<file path="config.mk">
export PLATFORM = sky130hd
export DESIGN_NAME = pci_bar_config_decode
export DESIGN_NICKNAME = d
export VERILOG_FILES = /design/src/pci_bar_config_decode.v /design/src/window_regs.v
export VERILOG_INCLUDE_DIRS = /design/src
export SDC_FILE = /design/constraint.sdc
export NUM_CORES = 1
export LEC_CHECK = 0
export BUFFER_PORTS_ARGS = -buffer_cell sky130_fd_sc_hd__buf_2
export CELL_PAD_IN_SITES_DETAIL_PLACEMENT = 1
export CELL_PAD_IN_SITES_GLOBAL_PLACEMENT = 2
export CORE_ASPECT_RATIO = 0.9
export CORE_MARGIN = 2
export CORE_UTILIZATION = 39
export CTS_BUF_LIST = sky130_fd_sc_hd__clkbuf_8
export DETAILED_ROUTE_END_ITERATION = 16
export GPL_TIMING_DRIVEN = 0
export PLACE_DENSITY_LB_ADDON = 0.1
export SLEW_MARGIN = 20
export SYNTH_ARGS = -nofsm -noshare
export SYNTH_HDL_FRONTEND = slang
export SYNTH_HIERARCHICAL = 1
export SYNTH_SLANG_ARGS = --single-unit
</file>
<file path="constraint.sdc">
create_clock -name clock -period 6.4 [get_ports clock]
set_clock_uncertainty 0.15 [all_clocks]
set_input_delay 1.92 -clock clock [delete_from_list [all_inputs] [get_ports clock]]
set_output_delay 1.92 -clock clock [all_outputs]
set_load 0.02 [all_outputs]
</file>
<file path="src/bar_decode_regs.vh">
// Holds configuration offsets, field positions and default settings
// for the base window decode block. Assumes a 32-bit configuration
// data path addressed by dword index.
`ifndef BAR_DECODE_REGS_VH
`define BAR_DECODE_REGS_VH

// ****************************************************************
// Configuration dword indices
// ****************************************************************
`define CFG_IDX_VENDOR       6'h00
`define CFG_IDX_BASE0        6'h04
`define CFG_IDX_BASE5        6'h09
`define CFG_IDX_ROM          6'h0c

// ****************************************************************
// Field positions
// ****************************************************************
`define BASE_IO_BIT          0
`define BASE_TYPE_LO         1
`define BASE_TYPE_HI         2
`define BASE_TYPE_64         2'b10
`define ROM_ENABLE_BIT       0

// ****************************************************************
// Default settings
// ****************************************************************
`define BASE_SETTING_DEF     32'hfff00000
`define ROM_SETTING_DEF      32'hff000000
`define FIXED_BASE_DEF       32'hff000000
`define FIXED_ROM_DEF        32'hff000000
`define VENDOR_CODE_DEF      16'h0abc
`define WINDOW_COUNT_DEF     3'h1
`define HIGH_BITS_DEF        6'h08

`endif

</file>
<file path="src/pci_bar_config_decode.v">
// Configuration identity and base window decode for a PCI target.
// Assumes the PCI core supplies decoded configuration accesses by
// dword index and the latched transaction address, all on the PCI clock.
`timescale 1ns/1ps
`include "bar_decode_regs.vh"

module pci_bar_config_decode
#(
    parameter [15:0]  vendor_code_setting  = `VENDOR_CODE_DEF, // Arbitrary value
    parameter [31:0]  base_setting_0       = `BASE_SETTING_DEF,
    parameter [31:0]  base_setting_1       = `BASE_SETTING_DEF,
    parameter [31:0]  base_setting_2       = `BASE_SETTING_DEF,
    parameter [31:0]  base_setting_3       = `BASE_SETTING_DEF,
    parameter [31:0]  base_setting_4       = `BASE_SETTING_DEF,
    parameter [31:0]  base_setting_5       = `BASE_SETTING_DEF,
    parameter [31:0]  rom_window_setting   = `ROM_SETTING_DEF,
    parameter [191:0] fixed_base_value     = {6{`FIXED_BASE_DEF}},
    parameter [5:0]   fixed_base_enable    = 6'h00,
    parameter [31:0]  fixed_rom_base_value = `FIXED_ROM_DEF,
    parameter         fixed_rom_base_enable = 1'b0,
    parameter [2:0]   window_count_setting = `WINDOW_COUNT_DEF,
    parameter [5:0]   high_rw_bits         = `HIGH_BITS_DEF
)
(
    input  wire        clock,
    input  wire        sys_rst,
    input  wire        cfg_wr,
    input  wire        cfg_rd,
    input  wire [5:0]  cfg_idx,
    input  wire [31:0] cfg_wdata,
    input  wire [3:0]  cfg_be,
    output reg  [31:0] cfg_rdata_ff,
    output reg         cfg_rvalid_ff,
    input  wire        mem_space_en,
    input  wire        addr_valid,
    input  wire [63:0] bus_addr,
    input  wire        dual_addr,
    input  wire        io_cycle,
    output reg  [5:0]  window_hit_ff,
    output reg         rom_hit_ff,
    output reg         claim_ff
);

    // ****************************************************************
    // Settings and helpers
    // ****************************************************************
    // Window zero in the lowest word
    localparam [191:0] settings = {base_setting_5, base_setting_4, base_setting_3,
                                   base_setting_2, base_setting_1, base_setting_0};

    function [31:0] setting_of;
        input [2:0] k;
        begin
            setting_of = settings[k*32 +: 32];
        end
    endfunction

    // Memory window carrying the 64-bit type code
    function is_64;
        input [2:0] k;
        begin
            is_64 = !settings[k*32 + `BASE_IO_BIT] &&
                    settings[k*32 + `BASE_TYPE_LO +: 2] == `BASE_TYPE_64;
        end
    endfunction

    // Upper word of a 64-bit pair decodes only the top high_rw_bits
    function [31:0] high_mask;
        input [5:0] n;
        begin
            high_mask = (n >= 6'h20) ? 32'hffffffff : ~(32'hffffffff >> n);
        end
    endfunction

    // Low flag bits of the window (space, type, prefetch) stay read-only
    function [31:0] addr_mask;
        input [31:0] s;
        begin
            addr_mask = s[`BASE_IO_BIT] ? (s & 32'hfffffffc) : (s & 32'hfffffff0);
        end
    endfunction

    // Low address word match under a compare mask
    function low_match;
        input [31:0] a;
        input [31:0] base;
        input [31:0] m;
        begin
            low_match = ((a & m) == (base & m));
        end
    endfunction

    // ****************************************************************
    // Pairing and presence
    // ****************************************************************
    // only windows 0 and 1, or else 1 and 2, may open a 64-bit pair
    localparam pair01 = (window_count_setting >= 3'h2) && is_64(3'h0);
    // Pair 0/1 wins, so window one is never both halves
    localparam pair12 = !pair01 && (window_count_setting >= 3'h3) && is_64(3'h1);

    // Absent windows get no writable bits and no compare
    // window present only below the configured count
    wire [5:0] present;
    genvar g;
    generate
        for (g = 0; g < 6; g = g + 1)
        begin : pres
            assign present[g] = (g < window_count_setting);
        end
    endgenerate

    // Upper half of a pair is a pure address word
    wire [5:0] is_upper = {3'h0, pair12, pair01, 1'b0};
    wire [5:0] is_lower = {4'h0, pair12, pair01};

    // Writable bits per window as seen on reads
    reg  [191:0] wmask;
    integer      k;
    always @*
    begin
        for (k = 0; k < 6; k = k + 1)
        begin
            if (!present[k])
                wmask[k*32 +: 32] = 32'h00000000;
            else if (is_upper[k])
                wmask[k*32 +: 32] = high_mask(high_rw_bits);
            else
                wmask[k*32 +: 32] = addr_mask(setting_of(k[2:0]));
        end
    end

    // ****************************************************************
    // Window storage
    // ****************************************************************
    // Dword indices 4 to 9 map to windows 0 to 5
    wire [31:0]  win_rd;
    wire [191:0] win_all;
    wire         win_wr = cfg_wr && cfg_idx >= `CFG_IDX_BASE0 && cfg_idx <= `CFG_IDX_BASE5;
    wire [2:0]   win_idx = cfg_idx[2:0] - 3'h4;

    window_regs #(
        .mask_bits (settings)
    ) u_windows (
        .clock      (clock),
        .sys_rst    (sys_rst),
        .wr_en      (win_wr),
        .wr_idx     (win_idx),
        .wr_data    (cfg_wdata),
        .wr_be      (cfg_be),
        .rd_idx     (win_idx),
        .rd_data_ff (win_rd),
        .all_ff     (win_all)
    );

    // Effective stored value: masked address bits plus read-only flags
    function [31:0] window_view;
        input [2:0] k;
        input [31:0] raw;
        input [31:0] m;
        begin
            if (is_upper[k])
                window_view = raw & m;
            else
                window_view = (raw & m) | (setting_of(k) & ~addr_mask(setting_of(k)));
        end
    endfunction

    // Absent windows read as zero whatever was written
    reg [191:0] eff;
    integer     e;
    always @*
    begin
        for (e = 0; e < 6; e = e + 1)
        begin
            if (!present[e])
                eff[e*32 +: 32] = 32'h00000000;
            else if (fixed_base_enable[e])
                eff[e*32 +: 32] = fixed_base_value[e*32 +: 32];
            else
                eff[e*32 +: 32] = window_view(e[2:0], win_all[e*32 +: 32],
                                              wmask[e*32 +: 32]);
        end
    end

    // ****************************************************************
    // Expansion ROM register
    // ****************************************************************
    reg [31:0] rom_ff;
    // Bit 0 is the decode enable, always writable
    wire [31:0] rom_mask = rom_window_setting | 32'h00000001;
    integer b;
    always @(posedge clock)
    begin
        if (sys_rst)
            rom_ff <= 32'h00000000;
        else if (cfg_wr && cfg_idx == `CFG_IDX_ROM)
        begin
            for (b = 0; b < 4; b = b + 1)
                if (cfg_be[b])
                    rom_ff[b*8 +: 8] <= cfg_wdata[b*8 +: 8] & rom_mask[b*8 +: 8];
        end
    end

    // fixed value only when its enable is set
    wire [31:0] rom_view = fixed_rom_base_enable ?
                           ((fixed_rom_base_value & 32'hfffffffe) | {31'h0, rom_ff[0]}) :
                           rom_ff;

    // ****************************************************************
    // Configuration reads
    // ****************************************************************
    // Window reads wait one cycle for the storage read register
    // Other indices are latched on the taking edge
    // Unknown indices answer zero rather than stall the host
    reg        rd_win_ff;
    reg [2:0]  rd_idx_ff;
    reg        rd_pend_ff;
    reg [31:0] rd_other_ff;
    always @(posedge clock)
    begin
        if (sys_rst)
        begin
            rd_win_ff     <= 1'b0;
            rd_idx_ff     <= 3'h0;
            rd_pend_ff    <= 1'b0;
            rd_other_ff   <= 32'h00000000;
            cfg_rdata_ff  <= 32'h00000000;
            cfg_rvalid_ff <= 1'b0;
        end
        else
        begin
            rd_pend_ff <= cfg_rd;
            rd_win_ff  <= cfg_rd && cfg_idx >= `CFG_IDX_BASE0 && cfg_idx <= `CFG_IDX_BASE5;
            rd_idx_ff  <= win_idx;
            if (cfg_idx == `CFG_IDX_VENDOR)
                rd_other_ff <= {16'h0000, vendor_code_setting};
            else if (cfg_idx == `CFG_IDX_ROM)
                rd_other_ff <= rom_view;
            else
                rd_other_ff <= 32'h00000000;
            cfg_rvalid_ff <= rd_pend_ff;
            if (rd_pend_ff)
                cfg_rdata_ff <= rd_win_ff ? eff_sel(rd_idx_ff, win_rd) : rd_other_ff;
        end
    end

    // Fixed windows bypass the stored read data
    function [31:0] eff_sel;
        input [2:0]  k;
        input [31:0] raw;
        begin
            if (k > 3'h5 || !present[k])
                eff_sel = 32'h00000000;
            else if (fixed_base_enable[k])
                eff_sel = fixed_base_value[k*32 +: 32];
            else
                eff_sel = window_view(k, raw, wmask[k*32 +: 32]);
        end
    endfunction

    // ****************************************************************
    // Address hit decode
    // ****************************************************************
    reg [5:0]  hit;
    reg [31:0] cmp_mask;
    reg [31:0] hi_word;
    integer    h;
    always @*
    begin
        cmp_mask = 32'h00000000;
        hi_word  = 32'h00000000;
        for (h = 0; h < 6; h = h + 1)
        begin
            // compared width and space from the setting
            cmp_mask = addr_mask(setting_of(h[2:0]));
            if (!present[h] || is_upper[h])
                hit[h] = 1'b0;
            else if (settings[h*32 + `BASE_IO_BIT])
                hit[h] = io_cycle &&
                    low_match(bus_addr[31:0], eff[h*32 +: 32], cmp_mask);
            else if (is_lower[h])
            begin
                // low word here, high in next
                hi_word = eff[(h+1)*32 +: 32] & high_mask(high_rw_bits);
                hit[h] = !io_cycle && mem_space_en &&
                    low_match(bus_addr[31:0], eff[h*32 +: 32], cmp_mask) &&
                    ((dual_addr ? bus_addr[63:32] & high_mask(high_rw_bits) :
                                  32'h00000000) == hi_word);
            end
            else
                hit[h] = !io_cycle && mem_space_en && !dual_addr &&
                    low_match(bus_addr[31:0], eff[h*32 +: 32], cmp_mask);
        end
    end

    // ROM decodes only with its fixed enable
    // Compare stops at bit 11 so a small setting cannot split a ROM block
    localparam [31:0] rom_cmp = rom_window_setting & 32'hfffff800;
    wire rom_hit = fixed_rom_base_enable && rom_view[`ROM_ENABLE_BIT] && mem_space_en &&
                   !io_cycle && !dual_addr &&
                   (((bus_addr[31:0] ^ fixed_rom_base_value) & rom_cmp) == 32'h00000000);

    // ****************************************************************
    // Registered hit outputs
    // ****************************************************************
    // One-cycle answer per address cycle, free of compare glitches
    always @(posedge clock)
    begin
        if (sys_rst)
        begin
            window_hit_ff <= 6'h00;
            rom_hit_ff    <= 1'b0;
            claim_ff      <= 1'b0;
        end
        else
        begin
            window_hit_ff <= addr_valid ? hit : 6'h00;
            rom_hit_ff    <= addr_valid && rom_hit;
            claim_ff      <= addr_valid && (|hit || rom_hit);
        end
    end

endmodule // pci_bar_config_decode

</file>
<file path="src/window_regs.v">
// Holds the six programmable base window registers.
// Assumes writes come from the configuration write path on one clock.
`timescale 1ns/1ps

module window_regs
#(
    parameter [191:0] mask_bits = {6{32'hfff00000}}
)
(
    input  wire         clock,
    input  wire         sys_rst,
    input  wire         wr_en,
    input  wire [2:0]   wr_idx,
    input  wire [31:0]  wr_data,
    input  wire [3:0]   wr_be,
    input  wire [2:0]   rd_idx,
    output reg  [31:0]  rd_data_ff,
    output wire [191:0] all_ff
);

    reg [31:0] mem_ff [0:5];
    reg [31:0] merged;
    integer    i;
    integer    j;

    // ****************************************************************
    // Byte-lane writes through per-window mask
    // ****************************************************************
    always @*
    begin
        merged = mem_ff[wr_idx];
        for (i = 0; i < 4; i = i + 1)
            if (wr_be[i])
                merged[i*8 +: 8] = wr_data[i*8 +: 8];
    end

    always @(posedge clock)
    begin
        if (sys_rst)
        begin
            for (j = 0; j < 6; j = j + 1)
                mem_ff[j] <= 32'h00000000;
            rd_data_ff <= 32'h00000000;
        end
        else
        begin
            if (wr_en && wr_idx < 3'h6)
                mem_ff[wr_idx] <= merged & mask_bits[wr_idx*32 +: 32];
            rd_data_ff <= (rd_idx < 3'h6) ? mem_ff[rd_idx] : 32'h00000000;
        end
    end

    genvar g;
    generate
        for (g = 0; g < 6; g = g + 1)
        begin : flat
            assign all_ff[g*32 +: 32] = mem_ff[g];
        end
    endgenerate

endmodule // window_regs
</file>
==> metrics.md, run 1 <==
| Metric | Value |
|---|---|
| Violation count after the first detailed-route iteration | `328` |
| Final instance area | `0.00734 mm^2` |
| CP cell instances | `buf_2, inv_1, mux2i_1, and3_1, nand2b_1, buf_2, nor3_1, nand2_1, nand2b_1` |
| Initial antenna violation count | `0` |
| Final hold vios | `0` |
| Mean instance size in the synthesized netlist | `12.0 um^2` |
| Final critical path time including I/O delays and setup | `4520 ps` |
| Critical path type | `input port to register` |
| Crit end category | `register` |
| Detailed Route WL | `between 15000 and 20000 um` |
| Post-Syn Area | `0.00626 mm^2` |
| Number of global-route vias before repair | `roughly 4800` |
| Area occupied by registers | `0.00348 mm^2` |
| Post-CTS Setup Repair Bufs | `0` |
| Slowest stage cell, crit path | `sky130_fd_sc_hd__nand2b_1` |
| Std-Cell Core Area | `0.0155 mm^2` |
| Overflow after GRT | `0` |
| Area taken by multi-input logic gates | `about 0.0024 mm^2` |
| CTS root buf | `sky130_fd_sc_hd__clkbuf_8` |
| Power density over the cells | `255 mW/mm^2` |
| RSZ-0062 raised after global routing | `no` |
| Final routed wire length divided by cell count | `about 22 um` |
| Clock tree from TritonCTS | `built` |
| Hold Buf Count CTS | `0` |
| Weighted congestion at the end of routability-driven global placement | `0.862` |
| Number of nets in the final layout | `approximately 740` |
| Fin crit share | `between 70% and 80%` |
| Total count of max-transition violations in the final report | `0` |
| Net switching power figure | `0.461 mW` |
| Share of power burned in the clock network | `39.6%` |
| Antenna diode count | `0` |
| Worst min-delay path endpoint | `cfg_rdata_ff[29]$_SDFFE_PP0P_` |
| Post-cts repair resize count | `0` |
| First-pass GRT wire length | `28200 um` |
| Slew at the pin closest to its max-slew limit | `slightly below 900 ps` |
| Setup slack, reg-to-reg | `approximately 4300 ps` |
| Syn Inst Count | `around 520` |
| Die span in y | `approximately 120 um` |
| Worst Hold Depth | `2` |
| Maximum Capacitance Violations | `0` |
| Worst-case vdd ir drop | `170 uV` |
| Pre-antenna DRT Iters | `5` |
| Critical Path Max Stage Delay | `670 ps` |
| Result of the run | `completed` |
| Total Neg Setup Slack | `0 ps` |
| Register-to-Register Path Depth | `4` |
| Total of fill cells in the finished design | `around 1700` |
| Startpoint of the lowest-slack register-to-register path | `u_windows/mem_ff[0][27]$_SDFFCE_PN0P_` |
| Initial core utilization | `40.2%` |
| Post-placement cell area | `0.00692 mm^2` |
| Terminus of the critical flop-to-flop path | `u_windows/mem_ff[5][27]$_DFFE_PP_` |
| DR vias | `4673` |
| Data required time of the critical path | `6320 ps` |
| Die area | `about 0.017 mm^2` |
| Top fanout value on the critical path | `12` |
| Proportion of power drawn by flip-flops and latches | `50.7%` |
| Min-Delay Path Class | `register to register` |
| Start point of the worst hold path | `u_windows/rd_data_ff[29]$_SDFF_PP0_` |
| Minimum hold slack | `303 ps` |
| Yosys warnings | `6` |
| Via count normalized by instance count | `5.53` |
| Internal Power | `1.41 mW` |
| Fmax achieved | `0.221 GHz` |
| Total power after layout | `1.87 mW` |
| Final setup vio count | `0` |
| Clock insertion delay at the later pin of the skew report | `450 ps` |
| Die X-Extent | `138 um` |
| Layout overhead on the synthesized area | `17.3%` |
| Cts bufs inserted | `17` |
| Number of nets with antenna violations after routing | `0` |
| Pin count of the biggest net entering global routing | `17` |
| H-tree Lvls | `4` |
| Leakage | `2.90 nW` |
| Post-route DRC | `0` |
| HPWL reported at the end of detailed placement | `between 10000 and 15000 um` |
| Max_slew headroom | `41.0%` |
| Global-route total usage across every layer | `approximately a quarter` |
| Number of I/O pins | `155` |
| CTS Buffer Depth | `2` |
| Number of sinks handled by clock tree synthesis | `134` |
| Clock-pin slew on the worst setup and hold paths | `80 ps` |
| Number of placement rows | `43` |
| Switch share | `24.6%` |
| Type of origin of the critical path | `input port` |
| Arrival time of data at the critical path endpoint | `4430 ps` |
| Fraction of layout instances using a drive strength above 1 | `a little over a quarter` |
| Combinational share of power | `around a tenth` |
| Port Buf Inserts | `64` |
-- final cells by class --
class                   count  share of cell area (%)
clock inverters            13                    2.13
repair buffers             64                    4.36
multi-input cells         342                    33.3
flip-flops and latches    134                    47.5
plain buffers              55                    4.88
clock buffers              19                    3.56
well taps                 202                    3.44
inverters                  16                   0.818
-- worst max-delay path: cells and delay by family --
kind / cells / cell delay (ps)
buffers and inverters: 3 / 600
muxes: 1 / 270
and+or+nand+nor: 5 / 1650
-- flip-flops by register name, summed over array words and instances (netlist names), named ones only --
name,count
rd_other_ff,10
rom_ff,9
cfg_rvalid_ff,1
rd_pend_ff,1
rd_win_ff,1
cfg_rdata_ff,14
claim_ff,1
u_windows/mem_ff,80
rd_idx_ff,3
window_hit_ff,1
u_windows/rd_data_ff,12
-- cell usage in the layout, fill, tap and decap left out, types with 3 or more instances in the layout --
| master | count |
|---|---|
| sky130_fd_sc_hd__a2111oi_0 | 7 |
| sky130_fd_sc_hd__a21oi_1 | 22 |
| sky130_fd_sc_hd__a22oi_1 | 29 |
| sky130_fd_sc_hd__a32oi_1 | 11 |
| sky130_fd_sc_hd__and2_1 | 10 |
| sky130_fd_sc_hd__buf_1 | 5 |
| sky130_fd_sc_hd__buf_2 | 72 |
| sky130_fd_sc_hd__buf_4 | 25 |
| sky130_fd_sc_hd__buf_6 | 4 |
| sky130_fd_sc_hd__bufinv_16 | 3 |
| sky130_fd_sc_hd__clkbuf_1 | 11 |
| sky130_fd_sc_hd__clkbuf_8 | 19 |
| sky130_fd_sc_hd__clkinv_4 | 3 |
| sky130_fd_sc_hd__conb_1 | 26 |
| sky130_fd_sc_hd__dfxtp_1 | 54 |
| sky130_fd_sc_hd__edfxtp_1 | 80 |
| sky130_fd_sc_hd__inv_1 | 19 |
| sky130_fd_sc_hd__mux2_2 | 11 |
| sky130_fd_sc_hd__mux2i_1 | 27 |
| sky130_fd_sc_hd__mux4_1 | 4 |
| sky130_fd_sc_hd__mux4_2 | 15 |
| sky130_fd_sc_hd__nand2_1 | 8 |
| sky130_fd_sc_hd__nand2b_1 | 7 |
| sky130_fd_sc_hd__nand3_1 | 18 |
| sky130_fd_sc_hd__nand4_1 | 3 |
| sky130_fd_sc_hd__nand4b_1 | 3 |
| sky130_fd_sc_hd__nor2_1 | 83 |
| sky130_fd_sc_hd__nor2b_1 | 5 |
| sky130_fd_sc_hd__o21ai_0 | 13 |
| sky130_fd_sc_hd__o22a_1 | 3 |
| sky130_fd_sc_hd__xnor2_1 | 12 |
-- worst max-delay path by stage --
stage	depth (start not counted)	start	to	slack, ps
finish	9	cfg_idx[2]	u_windows/mem_ff[4][20]$_SDFFCE_PN0P_	1880
global placement	9	cfg_idx[2]	u_windows/mem_ff[4][22]$_SDFFCE_PN0P_	1570
global route	9	cfg_idx[2]	u_windows/mem_ff[4][20]$_SDFFCE_PN0P_	1770
detailed placement	9	cfg_idx[2]	u_windows/mem_ff[4][28]$_SDFFCE_PN0P_	1520
CTS	9	cfg_idx[2]	u_windows/mem_ff[4][20]$_SDFFCE_PN0P_	1960
floorplan	8	cfg_idx[2]	u_windows/mem_ff[0][20]$_SDFFCE_PN0P_	2550
-- stage by stage --
stage	instances	setup slack, ps	utilization (%)
finish	845	1880	47.2
global route	845	1770	47.2
CTS	845	1960	47.2
detailed placement	813	1520	44.5
global placement	813	1570	44.5
floorplan	547	2550	-
-- power groups by stage --
stage          logic [mW]  clock network, mW  registers (mW)
6_report            0.182              0.741           0.949
3_3_place_gp        0.178                  0           0.967
3_5_place_dp        0.180                  0           0.968
4_1_cts             0.182              0.757           0.949
5_1_grt             0.194              0.796           0.952
2_1_floorplan       0.116                  0           0.963
-- layer usage --
metal  share of wire [%]  vias up  track usage (%)
li1                    -     2111                -
met1                  46     2357             32.0
met2                  47      174             37.5
met3                 5.7       31             4.68
met4                 2.0        0             8.38
met5                   0        -                0
Power figures use the tool's default switching activity.
==> run 2: changes to the inputs <==
--- a/config.mk
+++ b/config.mk
@@ -11,7 +11,7 @@
 export CELL_PAD_IN_SITES_GLOBAL_PLACEMENT = 2
 export CORE_ASPECT_RATIO = 0.9
 export CORE_MARGIN = 2
-export CORE_UTILIZATION = 39
+export CORE_UTILIZATION = 33
 export CTS_BUF_LIST = sky130_fd_sc_hd__clkbuf_8
 export DETAILED_ROUTE_END_ITERATION = 16
 export GPL_TIMING_DRIVEN = 0
==> constraint.sdc (replaced) <==
create_clock -name clock -period 3.73 [get_ports clock]
set_clock_uncertainty 0.15 [all_clocks]
set_input_delay 1.119 -clock clock [delete_from_list [all_inputs] [get_ports clock]]
set_output_delay 1.119 -clock clock [all_outputs]
set_load 0.02 [all_outputs]
==> run 2 against run 1 <==
Net effect: count of clock-buffer cells in the layout shrank 2; sequential cell count is the same; global-route usage decreased by 3.2 points; critical endpoint is now u_windows/mem_ff[2][21]$_SDFFCE_PN0P_.
==> metrics.md, run 2 (same netlist as run 1, synthesis figures left out) <==
| Metric | Value |
|---|---|
| Total count of max-transition violations in the final report | `0` |
| Weighted congestion at the end of routability-driven global placement | `0.782` |
| Fraction of layout instances using a drive strength above 1 | `26.7%` |
| Regs by FF count | `u_windows/mem_ff x80, cfg_rdata_ff x14, u_windows/rd_data_ff x12` |
| Port Buf Inserts | `64` |
| Layout overhead on the synthesized area | `17.4%` |
| Startpoint of the worst setup timing path | `cfg_idx[1]` |
| Final instance area | `approximately 0.0073 mm^2` |
| Crit end category | `register` |
| Met2 usage | `31.9%` |
| Pin count of the biggest net entering global routing | `17` |
| Type of origin of the critical path | `input port` |
| Overflow after GRT | `0` |
| Clock insertion delay at the later pin of the skew report | `460 ps` |
| DR vias | `roughly 4700` |
| Final critical path time including I/O delays and setup | `3570 ps` |
| Post-placement cell area | `0.00697 mm^2` |
| Dpl cells | `856` |
| Arrival time of data at the critical path endpoint | `approximately 3500 ps` |
| Number of nets with antenna violations after routing | `0` |
| Number of nets in the final layout | `between 700 and 800` |
| Critical path type | `input port to register` |
| CTS Buffer Depth | `2` |
| Number of global-route vias before repair | `between 4000 and 5000` |
| Slew at the pin closest to its max-slew limit | `987 ps` |
| Min-Delay Path Class | `register to register` |
| Start point of the worst hold path | `u_windows/rd_data_ff[28]$_SDFF_PP0_` |
| Std-Cell Core Area | `0.0185 mm^2` |
| Worst-case vdd ir drop | `between 200 and 250 uV` |
| Detailed Route WL | `19700 um` |
| Final setup vio count | `0` |
| Number of placement rows | `47` |
| RSZ-0062 raised after global routing | `no` |
| Die span in y | `about 130 um` |
| Crit path top cell by count | `sky130_fd_sc_hd__nand2b_1` |
| Clock tree from TritonCTS | `built` |
| Final routed wire length divided by cell count | `22.2 um` |
| Total of fill cells in the finished design | `2076` |
| Pre-antenna DRT Iters | `7` |
| Total Neg Setup Slack | `0 ps` |
| Commonest cells after routing, fill and taps aside | `sky130_fd_sc_hd__nor2_1, sky130_fd_sc_hd__edfxtp_1, sky130_fd_sc_hd__buf_2` |
| Most common cell after layout, fill and taps aside | `sky130_fd_sc_hd__nor2_1` |
| Die area | `0.0201 mm^2` |
| Slowest stage cell, crit path | `sky130_fd_sc_hd__nand2b_1` |
| Power density over the cells | `around 430 mW/mm^2` |
| Clock-pin slew on the worst setup and hold paths | `80 ps` |
| Initial core utilization | `33.9%` |
| Minimum hold slack | `305 ps` |
| H-tree Lvls | `4` |
| Initial antenna violation count | `0` |
| Result of the run | `completed` |
| Largest register by flop count | `u_windows/mem_ff` |
| Number of standard cells in the final layout excluding fillers | `888` |
| Post-route DRC | `0` |
| Data required time of the critical path | `3660 ps` |
| Fmax achieved | `0.280 GHz` |
| Cts bufs inserted | `17` |
| Violation count after the first detailed-route iteration | `449` |
| Finished Core Util | `approximately two fifths` |
| Global-route total usage across every layer | `between 20% and 30%` |
| Met3 capacity usage during global routing | `roughly 4.4%` |
| Final hold vios | `0` |
| Post-CTS Setup Repair Bufs | `0` |
| Global Route met1 Usage | `28.3%` |
| Via count normalized by instance count | `5.24` |
| Top fanout value on the critical path | `15` |
| Startpoint of the lowest-slack register-to-register path | `u_windows/mem_ff[0][27]$_SDFFCE_PN0P_` |
| Top Usage Layer GRT | `met2` |
| Number of sinks handled by clock tree synthesis | `134` |
| CTS root buf | `sky130_fd_sc_hd__clkbuf_8` |
| Fin crit share | `95.7%` |
| CP cell instances | `buf_2, nand2b_1, mux2i_1, and3_1, nand2b_1, buf_2, nor3_1, nand2_1, nand2b_1` |
| Leakage | `between 2 and 3 nW` |
| Number of I/O pins | `155` |
| Die X-Extent | `149 um` |
| Maximum Capacitance Violations | `0` |
| Antenna diode count | `0` |
| First-pass GRT wire length | `29200 um` |
| Max_slew headroom | `33.7%` |
| HPWL reported at the end of detailed placement | `13800 um` |
| Critical Path Max Stage Delay | `740 ps` |
| Number of flip-flops under the largest register name | `80` |
run 2: changes by cell type in the layout (fill, tap and decap cells not counted):
cell	delta
sky130_fd_sc_hd__clkbuf_8	-2
sky130_fd_sc_hd__inv_4	+3
sky130_fd_sc_hd__clkinv_2	+2
sky130_fd_sc_hd__nand2b_2	+1
sky130_fd_sc_hd__inv_6	-1
sky130_fd_sc_hd__clkinv_4	-1
sky130_fd_sc_hd__nand2b_1	-1
sky130_fd_sc_hd__bufinv_16	-1
run 2: area by class of cell:
type / instances / area (um^2) / area share [%]
well taps: 245 / 307 / 4.17
multi-input cells: 342 / 2450 / 33.3
flip-flops and latches: 134 / 3480 / 47.4
clock buffers: 17 / 234 / 3.18
clock inverters: 15 / 138 / 1.87
repair buffers: 64 / 320 / 4.36
inverters: 16 / 60.1 / 0.817
plain buffers: 55 / 358 / 4.87
run 2: power by group:
part | switching [mW] | internal, mW | leakage, nW
registers | 0.0218 | 1.61 | 1.27
clock network | 0.605 | 0.587 | 0.209
logic | 0.195 | 0.120 | 1.41
run 2: timing repair:
action,CTS,global route
hold buffers,0,0
endpoints found under the setup margin,0,11
resized for setup,0,1
run 2: metrics by stage:
stage	power [mW]	setup WS, ps
2_1_floorplan	1.85	677
3_3_place_gp	1.97	-276
3_5_place_dp	1.98	-271
4_1_cts	3.17	189
5_1_grt	3.25	3.93
6_report	3.13	162
run 2: metal layers:
metal | vias up | share of wire (%)
li1 | 2108 | -
met1 | 2394 | 47
met2 | 136 | 47
met3 | 18 | 5.3
met4 | 0 | 1.2
met5 | - | 0
run 2: worst max-delay path: cells and delay by family:
family	cells	cell delay [ps]
simple gates	6	1770
buf+inv	2	420
mux	1	180
run 2: final timing paths:
kind                                                               to  slack, ps  cells after the start
worst max register to register      u_windows/mem_ff[5][27]$_DFFE_PP_       1690                      4
worst min-delay path                    cfg_rdata_ff[28]$_SDFFE_PP0P_        310                      2
worst min register to register          cfg_rdata_ff[28]$_SDFFE_PP0P_        310                      2
worst max-delay path            u_windows/mem_ff[2][21]$_SDFFCE_PN0P_        160                      9
==> run 3: changes to the inputs <==
--- a/config.mk
+++ b/config.mk
@@ -15,7 +15,7 @@
 export CTS_BUF_LIST = sky130_fd_sc_hd__clkbuf_8
 export DETAILED_ROUTE_END_ITERATION = 16
 export GPL_TIMING_DRIVEN = 0
-export PLACE_DENSITY_LB_ADDON = 0.1
+export PLACE_DENSITY = 0.8
 export SLEW_MARGIN = 20
 export SYNTH_ARGS = -nofsm -noshare
 export SYNTH_HDL_FRONTEND = slang
==> run 3 against run 2 <==
Net effect: fmax grew 0.48%; die area is the same; total power grew 8.4%; largest cell class unchanged; design area grew 1.5%; cell count is the same; sequential power is essentially flat; count of clock-buffer cells in the layout grew 1; wire length shrank 4.3%; hold slack lost 0.97 ps; global-route usage shrank 0.39 points.
==> metrics.md, run 3 (same netlist as run 1, synthesis figures left out) <==
| Metric | Value |
|---|---|
| Clock tree from TritonCTS | `built` |
| Clock-pin slew on the worst setup and hold paths | `around 80 ps` |
| HPWL reported at the end of detailed placement | `13300 um` |
| Regs by FF count | `u_windows/mem_ff x80, cfg_rdata_ff x14, u_windows/rd_data_ff x12` |
| Crit end category | `register` |
| Number of sinks handled by clock tree synthesis | `134` |
| Weighted congestion at the end of routability-driven global placement | `0.845` |
| Detailed Route WL | `18900 um` |
| Arrival time of data at the critical path endpoint | `3480 ps` |
| Number of nets with antenna violations after routing | `0` |
| H-tree Lvls | `4` |
| Total Neg Setup Slack | `0 ps` |
| Std-Cell Core Area | `0.0185 mm^2` |
| Number of placement rows | `47` |
| Initial core utilization | `between 30 and 40%` |
| Clock insertion delay at the later pin of the skew report | `between 400 and 500 ps` |
| CP cell instances | `buf_2, nand2b_1, mux2i_1, and3_1, nand2b_1, buf_2, nor3_1, nand2_1, nand2b_1` |
| Post-CTS Setup Repair Bufs | `0` |
| Final critical path time including I/O delays and setup | `3550 ps` |
| Most common cell after layout, fill and taps aside | `sky130_fd_sc_hd__nor2_1` |
| Number of nets in the final layout | `744` |
| Slew at the pin closest to its max-slew limit | `~900 ps` |
| Critical path type | `input port to register` |
| CTS Buffer Depth | `2` |
| Antenna diode count | `0` |
| Setup slack, reg-to-reg | `~1600 ps` |
| Min-Delay Path Class | `register to register` |
| Minimum hold slack | `304 ps` |
| RSZ-0062 raised after global routing | `no` |
| Critical Path Max Stage Delay | `650 ps` |
| First-pass GRT wire length | `about 29000 um` |
| CTS root buf | `sky130_fd_sc_hd__clkbuf_8` |
| Final routed wire length divided by cell count | `21.3 um` |
| Final setup vio count | `0` |
| Highest metal layer used by the detailed router | `met4` |
| Die area | `0.0201 mm^2` |
| Fin crit share | `95.2%` |
| Startpoint of the lowest-slack register-to-register path | `u_windows/mem_ff[0][27]$_SDFFCE_PN0P_` |
| Crit path top cell by count | `sky130_fd_sc_hd__nand2b_1` |
| Violation count after the first detailed-route iteration | `335` |
| Number of global-route vias before repair | `roughly 4800` |
| Post-route DRC | `0` |
| DR vias | `approximately 4600` |
| Worst-case vdd ir drop | `between 200 and 250 uV` |
| Pin count of the biggest net entering global routing | `17` |
| Data required time of the critical path | `3660 ps` |
| Global-route total usage across every layer | `19.9%` |
| Type of origin of the critical path | `input port` |
| Total met2 wirelength after detailed routing | `between 9000 and 10000 um` |
| Total count of max-transition violations in the final report | `0` |
| Port Buf Inserts | `64` |
| Max_slew headroom | `39.6%` |
| Maximum Capacitance Violations | `0` |
| Register-to-Register Path Depth | `4` |
| Layout overhead on the synthesized area | `19.2%` |
| Fmax achieved | `around 0.28 GHz` |
| Number of flip-flops under the largest register name | `80` |
| DRT met1 WL | `7940 um` |
| Die span in y | `135 um` |
| Length of routed met3 wiring | `between 1000 and 1500 um` |
| Number of I/O pins | `155` |
| Startpoint of the worst setup timing path | `cfg_idx[1]` |
| Leakage | `between 2 and 3 nW` |
| Top fanout value on the critical path | `15` |
| Critical Path End | `u_windows/mem_ff[2][23]$_SDFFCE_PN0P_` |
| Via count normalized by instance count | `5.18` |
| Dpl cells | `856` |
| Fraction of layout instances using a drive strength above 1 | `26.9%` |
| Largest register by flop count | `u_windows/mem_ff` |
| Overflow after GRT | `0` |
| Power density over the cells | `approximately 460 mW/mm^2` |
| Commonest cells after routing, fill and taps aside | `sky130_fd_sc_hd__nor2_1, sky130_fd_sc_hd__edfxtp_1, sky130_fd_sc_hd__buf_2` |
| Total of fill cells in the finished design | `2064` |
| Pre-antenna DRT Iters | `5` |
| Result of the run | `completed` |
| Terminus of the critical flop-to-flop path | `u_windows/mem_ff[5][27]$_DFFE_PP_` |
| Die X-Extent | `~150 um` |
| Initial antenna violation count | `0` |
| Final hold vios | `0` |
| Slowest stage cell, crit path | `sky130_fd_sc_hd__nand2b_1` |
| Number of standard cells in the final layout excluding fillers | `888` |
| Cts bufs inserted | `17` |
run 3: changes by cell type in the layout (fill, tap and decap cells not counted), sizes merged:
cell      change
bufinv        +4
clkbuf        +1
clkinv        -2
clkinvlp      +2
inv           -5
run 3: layout make-up:
type	count	area, um^2	area share, %
sequential	134	3480	46.7
multi-input combinational	342	2450	32.8
buffer	55	358	4.80
timing repair buffer	64	320	4.30
tap	245	307	4.11
clock buffer	18	248	3.32
clock inverter	14	231	3.10
inverter	16	60.1	0.806
run 3: how the worst min path moves through the flow:
| stage | depth (start not counted) | startpoint | to |
|---|---|---|---|
| 4_1_cts | 1 | rom_ff[26]$_SDFFE_PP0P_ | rd_other_ff[26]$_SDFF_PP0_ |
| 2_1_floorplan | 1 | rom_ff[0]$_SDFFE_PP0P_ | rd_other_ff[0]$_SDFF_PP0_ |
| 3_3_place_gp | 1 | rom_ff[29]$_SDFFE_PP0P_ | rd_other_ff[29]$_SDFF_PP0_ |
| 6_report | 1 | rom_ff[26]$_SDFFE_PP0P_ | rd_other_ff[26]$_SDFF_PP0_ |
| 3_5_place_dp | 1 | rom_ff[26]$_SDFFE_PP0P_ | rd_other_ff[26]$_SDFF_PP0_ |
| 5_1_grt | 1 | rom_ff[30]$_SDFFE_PP0P_ | rd_other_ff[30]$_SDFF_PP0_ |
run 3: critical path, delay by kind of cell:
family | cells | cell delay (ps)
AND/OR/NAND/NOR | 6 | 1730
buffers and inverters | 2 | 430
multiplexers | 1 | 180
run 3: layer usage:
layer  GRT usage [%]  vias to the layer above
li1                -                     2115
met1            26.0                     2261
met2            32.3                      188
met3            4.26                       33
met4            8.04                        0
met5               0                        -
run 3: power by group:
part           switching, mW  internal [mW]  total (mW)
combinational          0.192          0.120       0.311
clock                  0.582          0.877        1.46
sequential            0.0227           1.61        1.63
total                  0.796           2.60        3.40
run 3: per-stage QoR:
stage / area, um^2 / setup slack (ps) / util [%] / power [mW]
after floorplan: 6350 / 677 / - / 1.85
after global placement: 6970 / -191 / 37.8 / 1.96
after detailed placement: 6970 / -300 / 37.8 / 1.97
after CTS: 7450 / 194 / 40.4 / 3.42
after global routing: 7460 / 20.6 / 40.4 / 3.53
final: 7460 / 179 / 40.4 / 3.40
run 3: timing repair:
item                       4_1_cts  5_1_grt
setup endpoints to repair        0       12
hold buffers                     0        0
resized for setup                0        1
